[config.mk]
export PLATFORM = sky130hd
export DESIGN_NAME = pprc_ctrl
export DESIGN_NICKNAME = d
export VERILOG_FILES = /design/src/design/pprc_pkg.sv /design/src/design/pprc_ctrl.sv
export SDC_FILE = /design/constraint.sdc
export NUM_CORES = 1
export LEC_CHECK = 0
export BUFFER_PORTS_ARGS = -buffer_cell sky130_fd_sc_hd__buf_2
export CORE_MARGIN = 4
export CORE_UTILIZATION = 45
export DETAILED_ROUTE_END_ITERATION = 8
export PLACE_DENSITY_LB_ADDON = 0.3
export SYNTH_ARGS = -nofsm -noshare
export SYNTH_HDL_FRONTEND = slang
export SYNTH_SLANG_ARGS = --single-unit
[constraint.sdc]
create_clock -name clk_i -period 1.55 [get_ports clk_i]
set_input_delay 0.2325 -clock clk_i [delete_from_list [all_inputs] [get_ports clk_i]]
set_output_delay 0.2325 -clock clk_i [all_outputs]
set_load 0.005 [all_outputs]
[src/design/pprc_pkg.sv]
// Package for the power, reset and test-port control block.
// Assumes a classic Wishbone slave with byte-wide registers in the low lane.
package pprc_pkg;

    // ********************************************************
    // Register map
    // ********************************************************
    localparam logic [3:0] PPRC_ADDR_REG_A   = 4'h0;
    localparam logic [3:0] PPRC_ADDR_REG_B   = 4'h4;
    localparam logic [3:0] PPRC_ADDR_CTRL    = 4'h8;
    localparam logic [3:0] PPRC_ADDR_STATUS  = 4'hC;
    localparam logic [7:0] PPRC_REG_RESET    = 8'h00;
    localparam logic [7:0] PPRC_MASK_REG_A   = 8'h38;
    localparam logic [7:0] PPRC_MASK_REG_B   = 8'h7C;

    // ********************************************************
    // Field positions
    // ********************************************************
    localparam int PPRC_BIT_FAST_OFF     = 3;
    localparam int PPRC_BIT_CLK_ARRAY    = 4;
    localparam int PPRC_BIT_CLK_MCELL    = 5;
    localparam int PPRC_BIT_BLK_WR       = 2;
    localparam int PPRC_BIT_BLK_RD       = 3;
    localparam int PPRC_BIT_BLK_CTL2     = 4;
    localparam int PPRC_BIT_BLK_PD0      = 5;
    localparam int PPRC_BIT_BLK_PC7      = 6;
    localparam int PPRC_BIT_TP_EN        = 0;

    // ********************************************************
    // Timing
    // ********************************************************
    localparam int PPRC_CLK_PERIOD_NS    = 5;
    localparam int PPRC_STANDBY_NS       = 100;
    localparam int PPRC_STANDBY_CYC      = (PPRC_STANDBY_NS + PPRC_CLK_PERIOD_NS - 1)
                                           / PPRC_CLK_PERIOD_NS;
    localparam int PPRC_SLOW_DELAY_NS    = 10;
    localparam int PPRC_SLOW_DELAY_CYC   = (PPRC_SLOW_DELAY_NS + PPRC_CLK_PERIOD_NS - 1)
                                           / PPRC_CLK_PERIOD_NS;
    localparam int PPRC_POR_LOAD_CYC     = 16;
    localparam int PPRC_RECOVERY_CYC     = 64;

    // ********************************************************
    // Types
    // ********************************************************
    typedef enum logic [2:0]
    {
        PPRC_ST_LOAD    = 3'b001,
        PPRC_ST_RECOVER = 3'b010,
        PPRC_ST_RUN     = 3'b100
    } pprc_phase_e;

    typedef struct packed
    {
        logic wr_strobe;
        logic rd_strobe;
        logic ctl2;
        logic pd0;
        logic pc7;
        logic clk_array;
    } pprc_array_in_s;

    typedef struct packed
    {
        logic tck;
        logic tms;
        logic tdi;
        logic tdo;
    } pprc_tp_pins_s;

    typedef struct packed
    {
        logic [7:0]     reg_a;
        logic [7:0]     reg_b;
        logic           tp_soft_en;
        logic           powered;
        pprc_phase_e    phase;
        logic [7:0]     phase_cnt;
        logic [1:0]     rst_sync;
        logic           nrst_q;
        logic           ack;
        logic [7:0]     rdata;
        pprc_array_in_s raw_s1;
        pprc_array_in_s raw_s2;
        pprc_array_in_s raw_q;
        pprc_array_in_s arr;
        logic           mcell_clk;
        logic [5:0]     quiet_cnt;
        logic           standby;
        logic [1:0]     slow_cnt;
        logic           slow;
        logic           arr_valid;
        logic [1:0]     cs_sync;
        logic           flash_en;
        logic           flash_lowpwr;
        logic           flash_read_array;
        logic           sect_block;
        logic           wr_to_flash;
        logic           rd_to_flash;
        logic           tp_on;
        logic           tdo_oe_n;
        logic           stat_oe_n;
        logic           stat;
        logic           err;
        logic [3:0]     tpc_sync1;
        logic [3:0]     tpc_sync2;
        logic           ready;
    } pprc_state_s;

endpackage
[src/design/pprc_ctrl.sv]
// Power mode registers, array input gating, chip select, reset sequencing
// and test-port pin enable.
// Assumes pins arrive asynchronously and the processor uses Wishbone.
//
// Added by the designer: the register addresses and the Wishbone register port.
`timescale 1ns/1ps

// Function
// - Fast-mode bit set enables array standby
// - Fast off adds slow propagation delay
// - Fast-mode bit clear gives full speed
// - Bits 2-4 block strobes and third control
// - Bits 5,6 block port pins D0, C7
// - Power registers clear only at power-up
// - Bits 4,5 disconnect array clock
// - Strobes reach the flash unblocked once ready
// - Chip select low enables flash
// - Chip select high leaves arrays running
// - Power-on reset loads configuration
// - Recovery wait after reset release
// - Flash powers up in read-array
// - No sector select or write during reset
// - Array outputs valid per reset type
// - Warm reset then same recovery wait
// - Test port is programming-only, bypass
// - Blank device defaults to test port
// - Pins inputs until enabling command
// - Pin enable is OR of four, software bit included
// - Software enable bit clears on reset
// - Status high idle, error low on fault
module pprc_ctrl
    import pprc_pkg::*;
(
    input  wire logic           clk_i,
    input  wire logic           rst_i,
    input  wire logic           power_good_i,
    input  wire logic           reset_n_i,
    input  wire logic           cyc_i,
    input  wire logic           stb_i,
    input  wire logic           we_i,
    input  wire logic [3:0]     adr_i,
    input  wire logic [3:0]     sel_i,
    input  wire logic [31:0]    dat_i,
    output logic [31:0]         dat_o,
    output logic                ack_o,
    input  wire logic           write_strobe_ctl_n_i,
    input  wire logic           read_strobe_ctl_n_i,
    input  wire logic           third_control_input_i,
    input  wire logic           port_d_pin0_i,
    input  wire logic           port_c_pin7_i,
    input  wire logic           array_clock_input_i,
    input  wire logic           chip_select_n_i,
    input  wire logic           blank_device_i,
    input  wire logic           tp_pin_config_i,
    input  wire logic           tp_array_enable_i,
    input  wire logic           tp_enable_cmd_i,
    input  wire logic           tp_ext_cmd_i,
    input  wire logic           flash_busy_i,
    input  wire logic           flash_error_i,
    input  wire logic           flash_sector_any_i,
    output pprc_array_in_s      array_in_o,
    output logic                mcell_clock_o,
    output logic                array_standby_o,
    output logic                array_slow_o,
    output logic                array_valid_o,
    output logic                flash_enable_o,
    output logic                flash_lowpower_o,
    output logic                flash_read_array_o,
    output logic                flash_sector_block_o,
    output logic                flash_write_n_o,
    output logic                flash_read_n_o,
    output logic                tp_active_o,
    output logic                tdo_oe_n_o,
    output logic                isp_status_pin_o,
    output logic                isp_error_pin_o,
    output logic                isp_stat_oe_n_o,
    output logic                device_ready_o
);

    pprc_state_s q;
    pprc_state_s next_q;

    // ********************************************************
    // Helpers
    // ********************************************************
    function automatic logic [7:0] pprc_wbyte(input logic [31:0] d, input logic [7:0] mask);
        pprc_wbyte = d[7:0] & mask;
    endfunction

    logic bus_req;
    assign bus_req = cyc_i & stb_i & ~q.ack;

    // ********************************************************
    // Next state
    // ********************************************************
    always_comb
    begin
        next_q = q;
        next_q.ack = bus_req;
        // Reset pin synchroniser: only the second stage is read
        next_q.rst_sync = {q.rst_sync[0], reset_n_i};
        next_q.nrst_q = q.rst_sync[1];
        next_q.raw_s1 = '{~write_strobe_ctl_n_i, ~read_strobe_ctl_n_i, third_control_input_i,
                          port_d_pin0_i, port_c_pin7_i, array_clock_input_i};
        next_q.raw_s2 = q.raw_s1;
        next_q.raw_q = q.raw_s2;
        next_q.cs_sync = {q.cs_sync[0], chip_select_n_i};
        next_q.tpc_sync1 = {tp_pin_config_i, tp_array_enable_i, tp_enable_cmd_i, tp_ext_cmd_i};
        next_q.tpc_sync2 = q.tpc_sync1;

        // Reset sequencing
        if (!q.rst_sync[1])
        begin
            next_q.phase = PPRC_ST_LOAD;
            next_q.phase_cnt = '0;
            next_q.tp_soft_en = 1'b0;
        end
        else
        begin
            unique case (q.phase)
                PPRC_ST_LOAD:
                begin
                    // Power-on needs the load; warm reset skips it
                    if (q.powered || q.phase_cnt == 8'(PPRC_POR_LOAD_CYC - 1))
                    begin
                        next_q.phase = PPRC_ST_RECOVER;
                        next_q.phase_cnt = '0;
                        next_q.powered = 1'b1;
                    end
                    else
                    begin
                        next_q.phase_cnt = q.phase_cnt + 8'h01;
                    end
                end
                PPRC_ST_RECOVER:
                begin
                    if (q.phase_cnt == 8'(PPRC_RECOVERY_CYC - 1))
                    begin
                        next_q.phase = PPRC_ST_RUN;
                    end
                    else
                    begin
                        next_q.phase_cnt = q.phase_cnt + 8'h01;
                    end
                end
                PPRC_ST_RUN:
                begin
                    next_q.phase = PPRC_ST_RUN;
                end
            endcase
        end
        next_q.ready = (next_q.phase == PPRC_ST_RUN);

        // Register access; power registers never cleared by reset pin
        next_q.rdata = 8'h00;
        if (bus_req)
        begin
            if (we_i && sel_i[0])
            begin
                unique case (adr_i)
                    PPRC_ADDR_REG_A: next_q.reg_a = pprc_wbyte(dat_i, PPRC_MASK_REG_A);
                    PPRC_ADDR_REG_B: next_q.reg_b = pprc_wbyte(dat_i, PPRC_MASK_REG_B);
                    PPRC_ADDR_CTRL:
                        if (q.rst_sync[1])
                        begin
                            next_q.tp_soft_en = dat_i[PPRC_BIT_TP_EN];
                        end
                    default: ;
                endcase
            end
            unique case (adr_i)
                PPRC_ADDR_REG_A:  next_q.rdata = q.reg_a;
                PPRC_ADDR_REG_B:  next_q.rdata = q.reg_b;
                PPRC_ADDR_CTRL:   next_q.rdata = {7'h00, q.tp_soft_en};
                PPRC_ADDR_STATUS: next_q.rdata = {4'h0, q.tp_on, q.arr_valid,
                                                  q.standby, q.ready};
                default:          next_q.rdata = 8'h00;
            endcase
        end

        // Array input gating
        next_q.arr.wr_strobe = q.raw_q.wr_strobe & ~q.reg_b[PPRC_BIT_BLK_WR];
        next_q.arr.rd_strobe = q.raw_q.rd_strobe & ~q.reg_b[PPRC_BIT_BLK_RD];
        next_q.arr.ctl2 = q.raw_q.ctl2 & ~q.reg_b[PPRC_BIT_BLK_CTL2];
        next_q.arr.pd0 = q.raw_q.pd0 & ~q.reg_b[PPRC_BIT_BLK_PD0];
        next_q.arr.pc7 = q.raw_q.pc7 & ~q.reg_b[PPRC_BIT_BLK_PC7];
        next_q.arr.clk_array = q.raw_q.clk_array & ~q.reg_a[PPRC_BIT_CLK_ARRAY];
        next_q.mcell_clk = q.raw_q.clk_array & ~q.reg_a[PPRC_BIT_CLK_MCELL];

        // Standby after quiet inputs, only with fast mode off
        if (!q.reg_a[PPRC_BIT_FAST_OFF] || next_q.arr != q.arr)
        begin
            next_q.quiet_cnt = '0;
            next_q.standby = 1'b0;
        end
        else if (q.quiet_cnt == 6'(PPRC_STANDBY_CYC - 1))
        begin
            next_q.standby = 1'b1;
        end
        else
        begin
            next_q.quiet_cnt = q.quiet_cnt + 6'h01;
        end
        // Slow flag marks the extra delay window after a wake-up
        if (q.standby && next_q.arr != q.arr)
        begin
            next_q.slow_cnt = 2'(PPRC_SLOW_DELAY_CYC);
        end
        else if (q.slow_cnt != 2'h0)
        begin
            next_q.slow_cnt = q.slow_cnt - 2'h1;
        end
        // Registered so the output comes straight from a flop
        next_q.slow = (next_q.slow_cnt != 2'h0);

        // Outputs hold through warm reset, wait for load at power-on
        next_q.arr_valid = q.powered;

        // Flash path; strobes bypass the blocking bits
        next_q.flash_en = ~q.cs_sync[1] & q.ready;
        next_q.flash_lowpwr = q.cs_sync[1];
        next_q.flash_read_array = ~q.powered | q.flash_read_array & ~flash_busy_i;
        next_q.sect_block = ~q.ready;
        next_q.wr_to_flash = ~(q.raw_q.wr_strobe & q.ready & ~flash_sector_any_i
                               | q.raw_q.wr_strobe & q.ready);
        next_q.rd_to_flash = ~(q.raw_q.rd_strobe & q.ready);

        // Test port enable: programming only, no scan chain of its own
        next_q.tp_on = q.tpc_sync2[3] | blank_device_i | q.tpc_sync2[2]
                       | q.tp_soft_en;
        next_q.tdo_oe_n = ~(next_q.tp_on & q.tpc_sync2[1]);
        next_q.stat_oe_n = ~(next_q.tp_on & q.tpc_sync2[1] & q.tpc_sync2[0]);
        next_q.stat = ~flash_busy_i;
        next_q.err = ~flash_error_i;
    end

    // ********************************************************
    // Registers
    // ********************************************************
    always_ff @(posedge clk_i)
    begin
        if (!power_good_i)
        begin
            // Supply loss is the only event that clears the power registers
            q <= '0;
            q.phase <= PPRC_ST_LOAD;
            q.flash_read_array <= 1'b1;
            q.wr_to_flash <= 1'b1;
            q.rd_to_flash <= 1'b1;
            q.tdo_oe_n <= 1'b1;
            q.stat_oe_n <= 1'b1;
            q.stat <= 1'b1;
            q.err <= 1'b1;
            q.flash_lowpwr <= 1'b1;
            q.sect_block <= 1'b1;
        end
        else if (rst_i)
        begin
            q <= next_q;
            q.ack <= 1'b0;
            q.phase <= PPRC_ST_LOAD;
            q.phase_cnt <= '0;
            q.tp_soft_en <= 1'b0;
            q.ready <= 1'b0;
        end
        else
        begin
            q <= next_q;
        end
    end

    // ********************************************************
    // Outputs
    // ********************************************************
    assign dat_o = {24'h000000, q.rdata};
    assign ack_o = q.ack;
    assign array_in_o = q.arr;
    assign mcell_clock_o = q.mcell_clk;
    assign array_standby_o = q.standby;
    assign array_slow_o = q.slow;
    assign array_valid_o = q.arr_valid;
    assign flash_enable_o = q.flash_en;
    assign flash_lowpower_o = q.flash_lowpwr;
    assign flash_read_array_o = q.flash_read_array;
    assign flash_sector_block_o = q.sect_block;
    assign flash_write_n_o = q.wr_to_flash;
    assign flash_read_n_o = q.rd_to_flash;
    assign tp_active_o = q.tp_on;
    assign tdo_oe_n_o = q.tdo_oe_n;
    assign isp_status_pin_o = q.stat;
    assign isp_error_pin_o = q.err;
    assign isp_stat_oe_n_o = q.stat_oe_n;
    assign device_ready_o = q.ready;

endmodule

# Yosys cells after proc, flatten, opt, wreduce, memory -nomap -nowiden
# Cells that the tools add are included.
# classes
n_bitwise,43
muxes,23
add_sub_neg,3
n_eq_ne,12
n_reduce_logical,12
# op_table
op,n
8-bit 2-to-1 mux,5
17-bit 2-to-1 mux,2
8-bit case mux with 4 select lines,1
1-bit inverter,22
1-bit AND,16
8-bit case mux with 2 select lines,1
11-bit 2-to-1 mux,1
3-bit case mux with 3 select lines,1
8-bit by 1-bit adder with 8-bit output (second input constant),1
4-bit equality test (second input constant),2
8-bit by 4-bit equality test with 1-bit output (second input constant),1
8-bit by 6-bit equality test with 1-bit output (second input constant),1
7-bit 2-to-1 mux,1
6-bit by 1-bit adder with 6-bit output (second input constant),1
3-bit equality test (second input constant),2
6-bit by 5-bit equality test with 1-bit output (second input constant),1
1-bit 2-to-1 mux,6
6-bit 2-to-1 mux,1
6-bit != test,1
2-bit nonzero test,3
1-bit OR,5
4-bit by 3-bit equality test with 1-bit output (second input constant),1
4-bit zero test,1
2-bit 2-to-1 mux,2
other kinds (12),14
# totals
ff_bits,98
output_inout_bits,55

# Logic depth before layout (Yosys ltp)
# depth
ltp_word,6
mapped_depth,6
mapped_depth_nobuf,6

# Worst setup path after synthesis
# No wires, ideal clock.
# synth_path
kind,reg2reg
start,reg q[71] in the netlist's numbering
end,reg q[72] in the netlist's numbering
stages_incl_launch_ff,7
setup_slack_ps,-116
required_time_ps,1480
t_arrival_ps,1596
cell_sequence,dfxtp_1 ha_1 nand3_4 o41ai_4 a21oi_1 a21bo_2 a21oi_1
# synth_via
elab_chain_cells,4
# synth_lines
element,line,source
from (decl),pprc_ctrl.sv:80,pprc_state_s q;
from (signal assigned),pprc_ctrl.sv:259,q <= next_q;
from (signal assigned),pprc_ctrl.sv:268,q <= next_q;
branches (longest 4 deep; another with 8-bit by 1-bit adder with 8-bit output),n/a,
# Several ways; the timed one is not identified. The select of a mux whose other input is x is not followed.
# A chain may end at the register's enable or synchronous reset.

# Final worst setup path
# layout_path
start,"reg q, in the netlist ack_o"
end,reg q[95] in the netlist's numbering
# layout_via
elab_chain_cells,3
# layout_lines
element,line,source
1-bit inverter,pprc_ctrl.sv:91,assign bus_req = cyc_i & stb_i & ~q.ack;
1-bit AND,pprc_ctrl.sv:91,
17-bit 2-to-1 mux,pprc_ctrl.sv:156,if (bus_req)
# No other way between the ends.

==> out/metrics.yaml <==
setup_path:
  critPathTopFamily: "simple AND/OR/NAND/NOR gates"
  critPathCapture: "q[95]"
  rrSetupSlack_ns: -0.1
  critPathLaunch: "ack_o"
  crit_cells: 5
  worst_path_cell_trace: "nand3b_4 > or4_4 > nand2b_2 > mux2i_1 > nor2b_1"
  timing.rr.start: "ack_o"
  regToRegEndpoint: "q[95]"
  start_kind: "flop"
  critical-path-max-stage-delay_ns: 0.52
  timing.critical_path.fanout_max: 3
  worstPathBufferInverterCount: 0
  worst_r2r_path_depth: 5
  setup.worst_path.class: "flop to flop"
  crit_arrival_ns: 1.90
  critical-path-slowest-cell: "sky130_fd_sc_hd__or4_4"
  cp_data_required_time_ns: 1.80
  crit_path_end_kind: "flop"
die:
  initial_utilization: 0.473
  floorplan.die.height_um: 96.5
  cell_row_count: 31
  dieArea_um2: 9310
  die_x_um: 96.5
  pin_count: 117
  placeableCoreArea_um2: 7450
layout:
  syn_to_final_growth_pct: 21.7
  sequential_cell_area_um2: 1790
  nFillCells: 655
  multi_input_comb_area_um2: 1620
  post_route_cells_drive_above_1_share: 0.352
  final_instance_area_um2: 4290
  nets: 485
  post-route-util: 0.576
synth:
  yosys.cell_count.top_type: "sky130_fd_sc_hd__dfxtp_1"
  synth.cell_area_um2: 3520
  synth_area_leaders: "sky130_fd_sc_hd__dfxtp_1 (51%), sky130_fd_sc_hd__buf_4 (8.1%), sky130_fd_sc_hd__and2_1 (6.7%), sky130_fd_sc_hd__mux2i_1 (4.3%), sky130_fd_sc_hd__xnor2_1 (3.7%)"
  yosysWarnings: 0
  synth-async-reset-ratio: 0
  postSynth.topFlopCell: "sky130_fd_sc_hd__dfxtp_1"
  synth_seq_cells: 89
  mapped_cells: 344
  ys_seq_area_frac: 0.506
  synth_area_leader_cell: "sky130_fd_sc_hd__dfxtp_1"
  synth.lib_cells_used.distinct: 51
  synth_top_cell_area_share: 0.506
  synthTopCellsByCount: "sky130_fd_sc_hd__dfxtp_1 (89), sky130_fd_sc_hd__and2_1 (38), sky130_fd_sc_hd__buf_4 (38)"
  synth_enable_flop_cells: 0
  syn_avg_cell_area_um2: 10.2
routing:
  post_drt_wl_per_cell_um: 12.8
  finalWirelength_um: 6750
  route.detailed.drc: 0
  route.detailed.vias_per_inst: 4.53
  drt_iter0_drc: 86
  vias: 2382
  drt.antenna.violating_nets: 0
  firstDrtPassIters: 4
outcome:
  outcome: "complete, but fails checks"
  violations: "setup timing"
placement:
  gp_congestion: 0.812
  port_buffers: 61
  pre_cts_ws_ns: -0.130
  placed_area_um2: 3960
  post-dp-hpwl_um: 4960
timing:
  report.final.hold_viol_count: 0
  setup_violating_endpoint_count_in_the_final_report: 17
  setup_total_negative_slack_ns: -0.966
  holdWs_ns: 0.0216
  setup_ws_ns: -0.0968
  clock.fmax_ghz: 0.607
  final_min_period_over_clock_period: 1.06
  worst_clock_skew_ns: 0.00923
  layout_min_cycle_time_ns: 1.65
  finalMaxSlewViolations: 0
  unrepaired_setup_endpoints_after_global_routing: "true"
grt:
  grt_pass1_wl_um: 10700
  first_global_vias: 2269
  grt_overflow_total: 0
  largest_net_degree_at_the_start_of_global_routing: 45
  grt_antenna_before_repair: 0
  globalRouteTotalUtil: 0.152
power_and_ir_drop:
  switching_power_w: 0.000895
  ir_drop_mv: 0.604
  cellInternalPower_w: 0.00300
  total_leakage_power_nw: 1.78
  power_frac_clock: 0.352
  share_comb_of_total_power: 0.047
  power_switching_share: 0.230
  pwr-share-seq: 0.601
  power_density_nw_per_um2: 909
job:
  cap_viol_max_count: 0
clock_network:
  tritoncts: "yes"
  source_to_sink_clock_delay_at_the_later_pin_of_the_worst_skew_pair_ns: 0.35
  cts_made_buffers: 9
  cts_num_sinks: 89
  cts.root.buffer_cell: "sky130_fd_sc_hd__clkbuf_8"
  cts-htree-levels: 3
  cts.reportedPaths.clkPinSlew_ns: 0.09
  cts_buffer_depth: 2
  number_of_hold_buffers_added_after_cts: 0
worst_hold_path:
  startpoint_of_the_worst_hold_path: "read_strobe_ctl_n_i"
  min_path_type: "input pin to flop"
power by group through the flow:
| stage | clock network, W | logic (W) | registers [W] |
|---|---|---|---|
| floorplan | 0 | 0.000147 | 0.00239 |
| global placement | 0 | 0.000173 | 0.00239 |
| detailed placement | 0 | 0.000176 | 0.00240 |
| CTS | 0.00142 | 0.000178 | 0.00234 |
| global route | 0.00152 | 0.000203 | 0.00235 |
| finish | 0.00137 | 0.000182 | 0.00234 |
sequential cells by signal (all words and copies together) (netlist names):
name,cells
q,38
next_q,21
dat_o,7
array_in_o,6
ack_o,1
array_slow_o,1
array_standby_o,1
array_valid_o,1
device_ready_o,1
flash_enable_o,1
flash_lowpower_o,1
flash_read_array_o,1
flash_read_n_o,1
flash_sector_block_o,1
flash_write_n_o,1
isp_error_pin_o,1
isp_stat_oe_n_o,1
isp_status_pin_o,1
mcell_clock_o,1
tdo_oe_n_o,1
tp_active_o,1
cells by family after synthesis:
| kind of cell | count (synthesis) | share of synthesized area |
|---|---|---|
| AO/OA/AOI/OAI | 31 | 0.0739 |
| XOR/XNOR | 15 | 0.0373 |
| adder cells (fa/ha/maj) | 2 | 0.00710 |
| buffers and inverters | 56 | 0.103 |
| flip-flops | 89 | 0.506 |
| multiplexers | 15 | 0.0426 |
| other | 1 | 0.00106 |
| AND/OR/NAND/NOR | 135 | 0.229 |
layout by cell type, fill, tap and decap left out, drive strengths merged, types with 4 or more instances in the layout:
master  synthesis  final
dfxtp          89     89
xnor2          15     15
inv             5      6
nand3b          4      4
mux2i          15     15
nand2b          4      4
buf            41     93
nand2          19     19
nand3           7      7
nor2           18     18
nor2b          19     19
and2           38     38
nor3            8      8
clkbuf         10     12
nor3b           5      5
conb            1     25
a21oi           8      8
repair_timing:
item / 4_1_cts / 5_1_grt
pin swaps: 4 / 2
setup buffers: 2 / 1
resized for setup: 8 / 25
setup endpoints to repair: 18 / 24
per-layer routing:
| metal | routed length [um] | GRT usage | up-vias |
|---|---|---|---|
| met3 | 428 | 0.0449 | 8 |
| li1 | - | - | 1235 |
| met5 | 0 | 0 | - |
| met1 | 2970 | 0.186 | 1079 |
| met2 | 3240 | 0.250 | 60 |
| met4 | 107 | 0.0596 | 0 |
worst min-delay path by stage:
| stage | cells after the start | to |
|---|---|---|
| 5_1_grt | 2 | next_q[51] |
| 3_3_place_gp | 1 | tdo_oe_n_o |
| 3_5_place_dp | 1 | tdo_oe_n_o |
| 2_1_floorplan | 1 | isp_error_pin_o |
| 6_report | 2 | next_q[50] |
| 4_1_cts | 2 | next_q[50] |
through the flow:
stage | power (W) | std cells
final | 0.00390 | 526
after floorplan | 0.00254 | 368
after CTS | 0.00394 | 524
after global routing | 0.00407 | 525
after detailed placement | 0.00257 | 506
after global placement | 0.00257 | 506
final cells by class:
class                           instances  share of cell area
Antenna cell                            1            0.000584
Clock inverter                          4             0.00671
Inverter                                5             0.00438
Multi-Input combinational cell        223               0.378
Tap cell                               99              0.0289
Timing Repair Buffer                   93               0.133
Sequential cell                        89               0.418
Clock buffer                           12              0.0315
No activity file was read; power rests on OpenSTA's default activity.
